### src/scls_pkg.sv
// package for the smart card line status block
// assumes an apb slave with byte-wide registers in the low data bits
package scls_pkg;
    // register indices; each register is one aligned word, its byte address is four times the index
    localparam logic [11:0] IDX_MON         = 12'h004;
    localparam logic [11:0] IDX_LSR         = 12'h005;
    localparam logic [11:0] IDX_FCR         = 12'h00c;
    localparam logic [11:0] IDX_CTRL        = 12'h010;
    localparam logic [11:0] ADDR_MON        = {IDX_MON[9:0], 2'b00};
    localparam logic [11:0] ADDR_LSR        = {IDX_LSR[9:0], 2'b00};
    localparam logic [11:0] ADDR_FCR        = {IDX_FCR[9:0], 2'b00};
    localparam logic [11:0] ADDR_CTRL       = {IDX_CTRL[9:0], 2'b00};
    localparam int          MON_TXFULL      = 7;
    localparam int          MON_PRESENT     = 5;
    localparam int          MON_REMOVED     = 4;
    localparam int          MON_THRESH      = 3;
    localparam int          MON_RST         = 2;
    localparam int          MON_IO          = 1;
    localparam int          MON_REPEAT      = 0;
    localparam int          LSR_PHASE       = 7;
    localparam int          LSR_TXDONE      = 6;
    localparam int          LSR_GUARD       = 5;
    localparam int          LSR_UNDER       = 4;
    localparam int          LSR_FRAME       = 3;
    localparam int          LSR_PARITY      = 2;
    localparam int          LSR_OVER        = 1;
    localparam int          LSR_READY       = 0;
    localparam int          FCR_RXEN        = 0;
    localparam int          FCR_TXEN        = 1;
    localparam int          CTRL_APD        = 0;
    localparam int          CTRL_T0         = 1;
    localparam int          CTRL_ATR        = 2;
    localparam logic [7:0]  LSR_RESET       = 8'h40;
    localparam logic [7:0]  FCR_RESET       = 8'h03;
    localparam logic [7:0]  CTRL_RESET      = 8'h00;
    localparam int          DEBOUNCE_NS     = 1000;
    localparam int          CLK_NS          = 8;
    localparam int          DEBOUNCE_CYC    = (DEBOUNCE_NS + CLK_NS - 1) / CLK_NS;
    localparam logic [7:0]  DEBOUNCE_CNT    = 8'(DEBOUNCE_CYC);

    typedef struct packed {
        logic tx_start;
        logic tx_last_done;
        logic guard_fail;
        logic rx_frame_err;
        logic rx_parity_err;
        logic tx_parity_err;
        logic rx_overrun;
        logic char_repeat;
        logic fifo_read_empty;
    } scls_evt_t;

    typedef struct packed {
        logic tx_full;
        logic rx_nonempty;
        logic thresh_req;
    } scls_fifo_t;

    typedef struct packed {
        logic [1:0] sync;
        logic       stable;
        logic [7:0] cnt;
        logic [7:0] mon;
        logic [7:0] lsr;
        logic [7:0] fifo_control_reg;
        logic [7:0] ctrl;
        logic [1:0] rst_sync;
        logic [1:0] io_sync;
        logic       deact;
        logic [7:0] rdata;
    } scls_state_t;
endpackage : scls_pkg

### src/scls_line_status.sv
// smart card line status and interface monitor registers
// assumes apb master on core_clk; card pins are asynchronous and synchronised here
`timescale 1ns/1ps
module scls_line_status (
    input  wire logic              core_clk,
    input  wire logic              rst_n,
    input  wire logic              psel,
    input  wire logic              penable,
    input  wire logic              pwrite,
    input  wire logic [11:0]       paddr,
    input  wire logic [31:0]       pwdata,
    input  wire logic [3:0]        pstrb,
    output logic                   pready,
    output logic      [31:0]       prdata,
    output logic                   pslverr,
    input  wire logic              card_present_pin,
    input  wire logic              card_reset_pin,
    input  wire logic              card_data_pin,
    input  wire scls_pkg::scls_evt_t  evt,
    input  wire scls_pkg::scls_fifo_t fifo,
    output logic                   fifo_read_ok,
    output logic                   rx_fifo_enable,
    output logic                   tx_fifo_enable,
    output logic                   icr_force_default,
    output logic                   card_deactivate
);
    scls_pkg::scls_state_t q, d;
    logic acc, wr, rd, hit_mon, hit_lsr, hit_fcr, hit_ctrl, present_now, t0_like;

    // ----------------------------------------
    // apb decode
    // ----------------------------------------
    assign acc      = psel & penable;
    assign wr       = acc & pwrite & pstrb[0];
    assign rd       = acc & ~pwrite;
    assign hit_mon  = paddr == scls_pkg::ADDR_MON;
    assign hit_lsr  = paddr == scls_pkg::ADDR_LSR;
    assign hit_fcr  = paddr == scls_pkg::ADDR_FCR;
    assign hit_ctrl = paddr == scls_pkg::ADDR_CTRL;
    assign pready   = 1'b1;
    assign pslverr  = acc & ~(hit_mon | hit_lsr | hit_fcr | hit_ctrl);
    assign prdata   = {24'h000000, q.rdata};
    assign t0_like  = q.ctrl[scls_pkg::CTRL_T0] | q.ctrl[scls_pkg::CTRL_ATR];

    // ----------------------------------------
    // next state
    // ----------------------------------------
    always_comb begin
        d = q;
        // ----------------------------------------
        // two-stage synchronisers, then a stability counter
        // ----------------------------------------
        d.sync     = {q.sync[0], card_present_pin};
        d.rst_sync = {q.rst_sync[0], card_reset_pin};
        d.io_sync  = {q.io_sync[0], card_data_pin};
        present_now = q.sync[1];
        if (present_now == q.stable) begin
            d.cnt = 8'h00;
        end else if (q.cnt == scls_pkg::DEBOUNCE_CNT - 8'h01) begin
            d.cnt    = 8'h00;
            d.stable = present_now;
        end else begin
            d.cnt = q.cnt + 8'h01;
        end

        // ----------------------------------------
        // monitor: live bits
        // ----------------------------------------
        d.mon[scls_pkg::MON_TXFULL]  = fifo.tx_full;
        d.mon[6]                     = 1'b0;
        d.mon[scls_pkg::MON_PRESENT] = q.sync[1];
        d.mon[scls_pkg::MON_THRESH]  = fifo.thresh_req;
        d.mon[scls_pkg::MON_RST]     = q.rst_sync[1];
        d.mon[scls_pkg::MON_IO]      = q.io_sync[1];
        // software clears first, hardware sets win
        if (wr && hit_mon) begin
            if (pwdata[scls_pkg::MON_REMOVED] && !q.stable) begin
                d.mon[scls_pkg::MON_REMOVED] = 1'b0;
            end
            if (pwdata[scls_pkg::MON_REPEAT]) begin
                d.mon[scls_pkg::MON_REPEAT] = 1'b0;
            end
        end
        if (q.stable && !d.stable) begin
            d.mon[scls_pkg::MON_REMOVED] = 1'b1;
        end
        if (q.stable) begin
            d.mon[scls_pkg::MON_REMOVED] = q.mon[scls_pkg::MON_REMOVED];
            if (!d.stable) begin
                d.mon[scls_pkg::MON_REMOVED] = 1'b1;
            end
        end
        if (evt.char_repeat && t0_like) begin
            d.mon[scls_pkg::MON_REPEAT] = 1'b1;
        end

        // ----------------------------------------
        // line status: read clears all but data ready
        // ----------------------------------------
        if (rd && hit_lsr) begin
            d.lsr[7:1] = 7'h00;
        end
        if (evt.tx_start) begin
            d.lsr[scls_pkg::LSR_TXDONE] = 1'b0;
        end else if (evt.tx_last_done) begin
            d.lsr[scls_pkg::LSR_TXDONE] = 1'b1;
        end
        if (evt.guard_fail) begin
            d.lsr[scls_pkg::LSR_GUARD] = 1'b1;
        end
        if (evt.fifo_read_empty) begin
            d.lsr[scls_pkg::LSR_UNDER] = 1'b1;
        end
        if (evt.rx_frame_err) begin
            d.lsr[scls_pkg::LSR_FRAME] = 1'b1;
        end
        if (evt.rx_parity_err || evt.tx_parity_err) begin
            d.lsr[scls_pkg::LSR_PARITY] = 1'b1;
            d.lsr[scls_pkg::LSR_PHASE]  = evt.rx_parity_err;
        end
        if (evt.rx_overrun) begin
            d.lsr[scls_pkg::LSR_OVER] = 1'b1;
        end
        d.lsr[scls_pkg::LSR_READY] = fifo.rx_nonempty;

        // ----------------------------------------
        // fifo enables: software writes, error events other than guard failure clear
        // ----------------------------------------
        if (wr && hit_fcr) begin
            d.fifo_control_reg = {6'h00, pwdata[1:0]};
        end
        if (evt.fifo_read_empty || evt.rx_frame_err || evt.rx_parity_err || evt.rx_overrun) begin
            d.fifo_control_reg[scls_pkg::FCR_RXEN] = 1'b0;
        end
        if (evt.tx_parity_err) begin
            d.fifo_control_reg[scls_pkg::FCR_TXEN] = 1'b0;
        end
        if (wr && hit_ctrl) begin
            d.ctrl = {5'h00, pwdata[2:0]};
        end

        // ----------------------------------------
        // deactivation pulse on parity error in t0 with auto enable
        // ----------------------------------------
        d.deact = (evt.rx_parity_err | evt.tx_parity_err)
                  & q.ctrl[scls_pkg::CTRL_APD] & q.ctrl[scls_pkg::CTRL_T0];

        // ----------------------------------------
        // read data register
        // ----------------------------------------
        d.rdata = 8'h00;
        if (psel && !penable && !pwrite) begin
            case (paddr)
                scls_pkg::ADDR_MON:  d.rdata = q.mon;
                scls_pkg::ADDR_LSR:  d.rdata = q.lsr;
                scls_pkg::ADDR_FCR:  d.rdata = q.fifo_control_reg;
                scls_pkg::ADDR_CTRL: d.rdata = q.ctrl;
                default:             d.rdata = 8'h00;
            endcase
        end else begin
            d.rdata = q.rdata;
        end
    end

    always_ff @(posedge core_clk or negedge rst_n) begin
        if (!rst_n) begin
            q      <= '0;
            q.lsr  <= scls_pkg::LSR_RESET;
            q.fifo_control_reg  <= scls_pkg::FCR_RESET;
            q.ctrl <= scls_pkg::CTRL_RESET;
        end else begin
            q <= d;
        end
    end

    assign rx_fifo_enable    = q.fifo_control_reg[scls_pkg::FCR_RXEN];
    assign tx_fifo_enable    = q.fifo_control_reg[scls_pkg::FCR_TXEN];
    assign icr_force_default = q.mon[scls_pkg::MON_REMOVED];
    assign card_deactivate   = q.deact;
    assign fifo_read_ok      = fifo.rx_nonempty;

    // ----------------------------------------
    // checks
    // ----------------------------------------
    a_lsr_read_clear: assert property (@(posedge core_clk) disable iff (!rst_n)
        (rd && hit_lsr && !evt.rx_frame_err && !evt.rx_parity_err && !evt.tx_parity_err)
        |=> !q.lsr[scls_pkg::LSR_FRAME] && !q.lsr[scls_pkg::LSR_PARITY])
        else $error("line status read did not clear error flags");
    a_removed_hold: assert property (@(posedge core_clk) disable iff (!rst_n)
        (q.mon[scls_pkg::MON_REMOVED] && q.stable) |=> q.mon[scls_pkg::MON_REMOVED])
        else $error("card removed cleared while present");
    a_rx_disable: assert property (@(posedge core_clk) disable iff (!rst_n)
        evt.rx_overrun |=> !rx_fifo_enable && q.lsr[scls_pkg::LSR_OVER])
        else $error("overrun did not disable receive");
    a_under_flag: assert property (@(posedge core_clk) disable iff (!rst_n)
        evt.fifo_read_empty |=> q.lsr[scls_pkg::LSR_UNDER] && !rx_fifo_enable)
        else $error("underflow not flagged");
    a_tx_parity: assert property (@(posedge core_clk) disable iff (!rst_n)
        (evt.tx_parity_err && !evt.rx_parity_err) |=> !tx_fifo_enable && !q.lsr[scls_pkg::LSR_PHASE])
        else $error("transmit parity error handling wrong");
    a_deact_mode: assert property (@(posedge core_clk) disable iff (!rst_n)
        card_deactivate |-> $past(q.ctrl[scls_pkg::CTRL_T0]) && $past(q.ctrl[scls_pkg::CTRL_APD]))
        else $error("deactivation outside t0 auto mode");
    a_txdone_start: assert property (@(posedge core_clk) disable iff (!rst_n)
        evt.tx_start |=> !q.lsr[scls_pkg::LSR_TXDONE])
        else $error("transmit done not cleared at start");
    a_ready_live: assert property (@(posedge core_clk) disable iff (!rst_n)
        fifo.rx_nonempty |=> q.lsr[scls_pkg::LSR_READY])
        else $error("data ready not shown");

    // ----------------------------------------
    // checks: interface monitor
    // ----------------------------------------
    a_full_shown: assert property (@(posedge core_clk) disable iff (!rst_n)
        q.mon[scls_pkg::MON_TXFULL]
        == $past(fifo.tx_full))
        else $error("full bit does not follow the transmit queue");

    a_present_shown: assert property (@(posedge core_clk) disable iff (!rst_n)
        q.mon[scls_pkg::MON_PRESENT]
        == $past(q.sync[1]))
        else $error("present bit does not follow the pin");

    a_removed_set: assert property (@(posedge core_clk) disable iff (!rst_n)
        $fell(q.stable)
        |-> q.mon[scls_pkg::MON_REMOVED])
        else $error("card removal not flagged");

    a_removed_clear: assert property (@(posedge core_clk) disable iff (!rst_n)
        (wr && hit_mon && pwdata[scls_pkg::MON_REMOVED] && !q.stable)
        |=> !q.mon[scls_pkg::MON_REMOVED])
        else $error("card removed flag not cleared by write");

    a_force_default: assert property (@(posedge core_clk) disable iff (!rst_n)
        q.mon[scls_pkg::MON_REMOVED]
        |-> icr_force_default)
        else $error("interface control not held at default");

    a_thresh_shown: assert property (@(posedge core_clk) disable iff (!rst_n)
        q.mon[scls_pkg::MON_THRESH]
        == $past(fifo.thresh_req))
        else $error("threshold bit does not follow the request");

    a_pins_shown: assert property (@(posedge core_clk) disable iff (!rst_n)
        q.mon[scls_pkg::MON_RST] == $past(q.rst_sync[1])
        && q.mon[scls_pkg::MON_IO] == $past(q.io_sync[1]))
        else $error("reset or data pin level not shown");

    a_repeat_set: assert property (@(posedge core_clk) disable iff (!rst_n)
        (evt.char_repeat && t0_like)
        |=> q.mon[scls_pkg::MON_REPEAT])
        else $error("repeated character not flagged");

    a_repeat_clear: assert property (@(posedge core_clk) disable iff (!rst_n)
        (wr && hit_mon && pwdata[scls_pkg::MON_REPEAT] && !(evt.char_repeat && t0_like))
        |=> !q.mon[scls_pkg::MON_REPEAT])
        else $error("repeat flag not cleared by write");

    a_repeat_mode: assert property (@(posedge core_clk) disable iff (!rst_n)
        (!q.mon[scls_pkg::MON_REPEAT] && !(evt.char_repeat && t0_like))
        |=> !q.mon[scls_pkg::MON_REPEAT])
        else $error("repeat flag set outside t0 or atr");

    // ----------------------------------------
    // checks: line status and fifo enables
    // ----------------------------------------
    a_phase_rx: assert property (@(posedge core_clk) disable iff (!rst_n)
        evt.rx_parity_err
        |=> q.lsr[scls_pkg::LSR_PHASE])
        else $error("receive parity phase not recorded");

    a_txdone_end: assert property (@(posedge core_clk) disable iff (!rst_n)
        (evt.tx_last_done && !evt.tx_start)
        |=> q.lsr[scls_pkg::LSR_TXDONE])
        else $error("transmit done not set after last character");

    a_guard_flag: assert property (@(posedge core_clk) disable iff (!rst_n)
        evt.guard_fail
        |=> q.lsr[scls_pkg::LSR_GUARD])
        else $error("guard time failure not flagged");

    a_frame_flag: assert property (@(posedge core_clk) disable iff (!rst_n)
        evt.rx_frame_err
        |=> q.lsr[scls_pkg::LSR_FRAME] && !rx_fifo_enable)
        else $error("framing error handling wrong");

    a_rx_parity: assert property (@(posedge core_clk) disable iff (!rst_n)
        evt.rx_parity_err
        |=> q.lsr[scls_pkg::LSR_PARITY] && !rx_fifo_enable)
        else $error("receive parity error handling wrong");

    a_over_source: assert property (@(posedge core_clk) disable iff (!rst_n)
        (!evt.rx_overrun && !q.lsr[scls_pkg::LSR_OVER])
        |=> !q.lsr[scls_pkg::LSR_OVER])
        else $error("overrun set without a receive overrun");

    a_ready_clear: assert property (@(posedge core_clk) disable iff (!rst_n)
        !fifo.rx_nonempty
        |=> !q.lsr[scls_pkg::LSR_READY])
        else $error("data ready shown with no received data");

    a_read_clear_all: assert property (@(posedge core_clk) disable iff (!rst_n)
        (rd && hit_lsr && evt == '0)
        |=> q.lsr[7:1] == 7'h00)
        else $error("line status read left bits set");

    a_flags_sticky: assert property (@(posedge core_clk) disable iff (!rst_n)
        (!(rd && hit_lsr) && evt == '0)
        |=> q.lsr[7:1] == $past(q.lsr[7:1]))
        else $error("line status bits changed without read or event");

    // ----------------------------------------
    // checks: debounce and deactivation
    // ----------------------------------------
    a_auto_deact: assert property (@(posedge core_clk) disable iff (!rst_n)
        ((evt.rx_parity_err || evt.tx_parity_err) && q.ctrl[scls_pkg::CTRL_APD] && q.ctrl[scls_pkg::CTRL_T0])
        |=> card_deactivate)
        else $error("parity error did not deactivate the card");

    a_deact_cause: assert property (@(posedge core_clk) disable iff (!rst_n)
        !(evt.rx_parity_err || evt.tx_parity_err)
        |=> !card_deactivate)
        else $error("deactivation without parity error");

    a_deact_apd: assert property (@(posedge core_clk) disable iff (!rst_n)
        !q.ctrl[scls_pkg::CTRL_APD]
        |=> !card_deactivate)
        else $error("deactivation with auto deactivate off");

    a_deact_t0: assert property (@(posedge core_clk) disable iff (!rst_n)
        !q.ctrl[scls_pkg::CTRL_T0]
        |=> !card_deactivate)
        else $error("deactivation outside t0 mode");

    a_debounce_hold: assert property (@(posedge core_clk) disable iff (!rst_n)
        (q.sync[1] == q.stable)
        |=> q.stable == $past(q.stable))
        else $error("debounced present changed without pin change");

    a_debounce_wait: assert property (@(posedge core_clk) disable iff (!rst_n)
        (q.cnt != scls_pkg::DEBOUNCE_CNT - 8'h01)
        |=> q.stable == $past(q.stable))
        else $error("debounced present changed before full count");

    a_debounce_count: assert property (@(posedge core_clk) disable iff (!rst_n)
        (q.sync[1] != q.stable && q.cnt != scls_pkg::DEBOUNCE_CNT - 8'h01)
        |=> q.cnt == $past(q.cnt) + 8'h01)
        else $error("debounce counter did not advance");

endmodule : scls_line_status

### config.mk
export PLATFORM = sky130hd
export DESIGN_NAME = scls_line_status
export DESIGN_NICKNAME = d
export VERILOG_FILES = /design/src/scls_pkg.sv /design/src/scls_line_status.sv
export SDC_FILE = /design/constraint.sdc
export NUM_CORES = 1
export LEC_CHECK = 0
export ABC_AREA = 1
export BUFFER_PORTS_ARGS = -buffer_cell sky130_fd_sc_hd__buf_2
export CORE_ASPECT_RATIO = 1.25
export CORE_MARGIN = 1.5
export CORE_UTILIZATION = 42
export DETAILED_ROUTE_END_ITERATION = 7
export GPL_ROUTABILITY_DRIVEN = 0
export PLACE_DENSITY = 0.75
export SYNTH_ARGS = -nofsm -noshare
export SYNTH_HDL_FRONTEND = slang
export SYNTH_SLANG_ARGS = --single-unit
### constraint.sdc
create_clock -name core_clk -period 1.31 [get_ports core_clk]
set_input_delay 0.0655 -clock core_clk [delete_from_list [all_inputs] [get_ports core_clk]]
set_output_delay 0.0655 -clock core_clk [all_outputs]
set_load 0.03 [all_outputs]
==> flow_summary.ini <==
[cts]
cts_buffers = 5
path_clk_slew_ps = 80
cts_max_path_buffers = 2
clock_latency_ps = 300
cts_sinks = 44
cts_tree = done
cts_setup_buffers = 0
root_buffer = clkbuf_8
h-tree-depth = 2

[synthesis]
yosys.area.top_type_share_pct = 43.8
synth-seq-cells = 44
postSynth.asyncResetShare_pct = 100
synth_area_um2 = 2340
synth_edf_count = 0
ys.warnings.count = 0
synth_top_cell_by_area = dfrtp_1
synth_flop_cell = dfrtp_1
syn-instance-count = 269
postSynthAreaPerCell_um2 = 8.71
synth_area_leaders = dfrtp_1, buf_4, nand2_1, inv_1, nand3_1
synth.distinct_cells = 37
synth.yosys.seq_area_share_pct = 47.2

[global_route]
grt-busiest-layer = met2
use_met2_pct = 28.5
use_met1_pct = 18.3
grt_max_degree = 22
grt_pass1_vias = 1766
grt_first_pass_wirelength_um = 7650
grt_overflow_total = 0
grt_antenna_before_repair = 0
grtUsageTotal_pct = 16.0
gr-usage-met3_pct = 2.91

[setup_path]
rrSetupSlack_ps = 60
crit_path_end_kind = register
startpoint = q[45]
crit_chain = inv_2 > ha_2 > nand2_2 > nor2_2 > nand2_2 > nand2_4 > inv_2 > o21ai_1 > a21oi_1
arrival_ps = 1440
cp-start-kind = register
max_stage_delay_ps = 390
cp_max_fo = 4
crit_slowest_cell = dfrtp_1
reg2reg_depth = 9
crit_path_end = q[50]
r2r_end = q[50]
r2r_start = q[45]
crit_type = register to register
worstPathRequired_ps = 1500

[timing]
fin_skew_ps = 6.98
grt_setup_unrepaired = yes
worst_slack_ps = 60.7
slew_violations = 0
hold_viol = 0
fin_crit_sh_pct = 95.4
tns_ps = 0
setup_violations = 0
min_period_ps = 1250
holdWs_ps = 4.11
max_freq_ghz = 0.800

[finish]
final_util_pct = 52.6
drive_gt1_share_pct = 30.9
finalNetCount = 406
final_area_um2 = 2840
final_cell_mix = buf_2, nand2_1, dfrtp_1
syn_to_final_growth_pct = 21.4
fin_cells = 401
final_common_cell = buf_2
antenna_cells = 0

[route]
drt-wirelength-per-cell_um = 11.4
totalWireLength_um = 4580
drt_iter0_drc = 50
dr.pass1.iters = 4
drc_errors = 0
avgViaCountPerCell = 4.51
vias = 1807
final_antenna_net_count = 0

[placed_design]
dp_cells = 379
portBuffers = 50
dp_slack_ps = -4.92
hpwl_um = 3430
placed_cell_area_um2 = 2580

[pwr]
leakagePower_nw = 1.54
power_switching_mw = 0.724
switching_share_pct = 27.1
power_frac_comb_pct = 13.7
total_power_mw = 2.67
intPower_mw = 1.95
power_density_nw_per_um2 = 939
pwr-share-seq_pct = 52.7
ir_worst_vdd_uv = 668
clkPwrFrac_pct = 33.5

[die]
fp.dieW_um = 69.8
die_h_um = 86.5
coreArea_um2 = 5410
boundaryPins = 107
num_rows = 30
start_util_pct = 43.3
die_area_um2 = 6040

[flow_run]
cap_violations = 0

[status]
status = finished clean

[min_path]
min_path_type = primary input to register
-- area by class of cell --
cell class / instances / area (µm²)
Fill cell: 517 / 2560
Timing Repair Buffer: 73 / 483
Multi-Input combinational cell: 178 / 951
Sequential cell: 44 / 1100
Clock buffer: 6 / 82.6
Inverter: 34 / 128
Clock inverter: 2 / 15.0
Tap cell: 64 / 80.1
-- routing by layer --
| layer | wire length (µm) | share of wire [%] |
|---|---|---|
| met2 | 2420 | 53 |
| met3 | 229 | 5.0 |
| met5 | 0 | 0 |
| met4 | 105 | 2.3 |
| met1 | 1820 | 40 |
-- power by group through the flow --
stage	clock, mW	combinational, mW	sequential [mW]
finish	0.896	0.366	1.41
global route	0.964	0.403	1.41
CTS	0.929	0.362	1.41
detailed placement	0	0.328	1.43
global placement	0	0.324	1.43
floorplan	0	0.249	1.43
-- worst max-delay path: cells and delay by family (launching register included) --
kind	cells	cell delay, ps
compound gates	2	110
fa+ha+maj	1	170
buf+inv	2	110
flops	1	390
simple gates	4	350
-- Yosys cell counts, types with 2 or more instances --
| cell | n |
|---|---|
| a21oi_1 | 3 |
| buf_4 | 34 |
| conb_1 | 2 |
| dfrtp_1 | 41 |
| dfstp_2 | 3 |
| ha_1 | 2 |
| inv_1 | 30 |
| inv_2 | 4 |
| nand2_1 | 50 |
| nand2_2 | 3 |
| nand2_4 | 2 |
| nand3_1 | 21 |
| nand3_2 | 3 |
| nor2_1 | 22 |
| nor2_2 | 6 |
| nor2_4 | 3 |
| nor3_1 | 2 |
| o21ai_0 | 3 |
| o21ai_1 | 14 |
| o21bai_1 | 3 |
| xnor2_1 | 2 |
-- sequential cells by signal (all words and copies together) (netlist names) --
register and flops:
tx_fifo_enable 1, d 6, rx_fifo_enable 1, card_deactivate 1
prdata 8, q 26, icr_force_default 1
-- timing repair --
action	in CTS	in global routing
resized for setup	1	8
setup endpoints to repair	5	6
pin swaps	0	1
hold buffers	14	0
hold endpoints to repair	43	0
cloned	0	0
-- how the worst min path moves through the flow --
stage               startpoint         endpoint  cells after the start
floorplan                rst_n  card_deactivate                      0
global placement         rst_n        prdata[3]                      1
detailed placement       rst_n            q[34]                      1
CTS                  pwdata[2]            q[15]                      3
global route            evt[1]            q[37]                      3
finish               pwdata[2]            q[15]                      3
-- cells by family after synthesis --
kind of cell / share of synthesized area (%)
AOI/OAI and AO/OA: 6.52
xor gates and xnor gates: 1.12
adders and majority gates: 1.07
buffers and inverters: 17.0
DFF: 47.2
other: 0.321
and+or+nand+nor: 26.8
No activity file was read; power rests on OpenSTA's default activity.
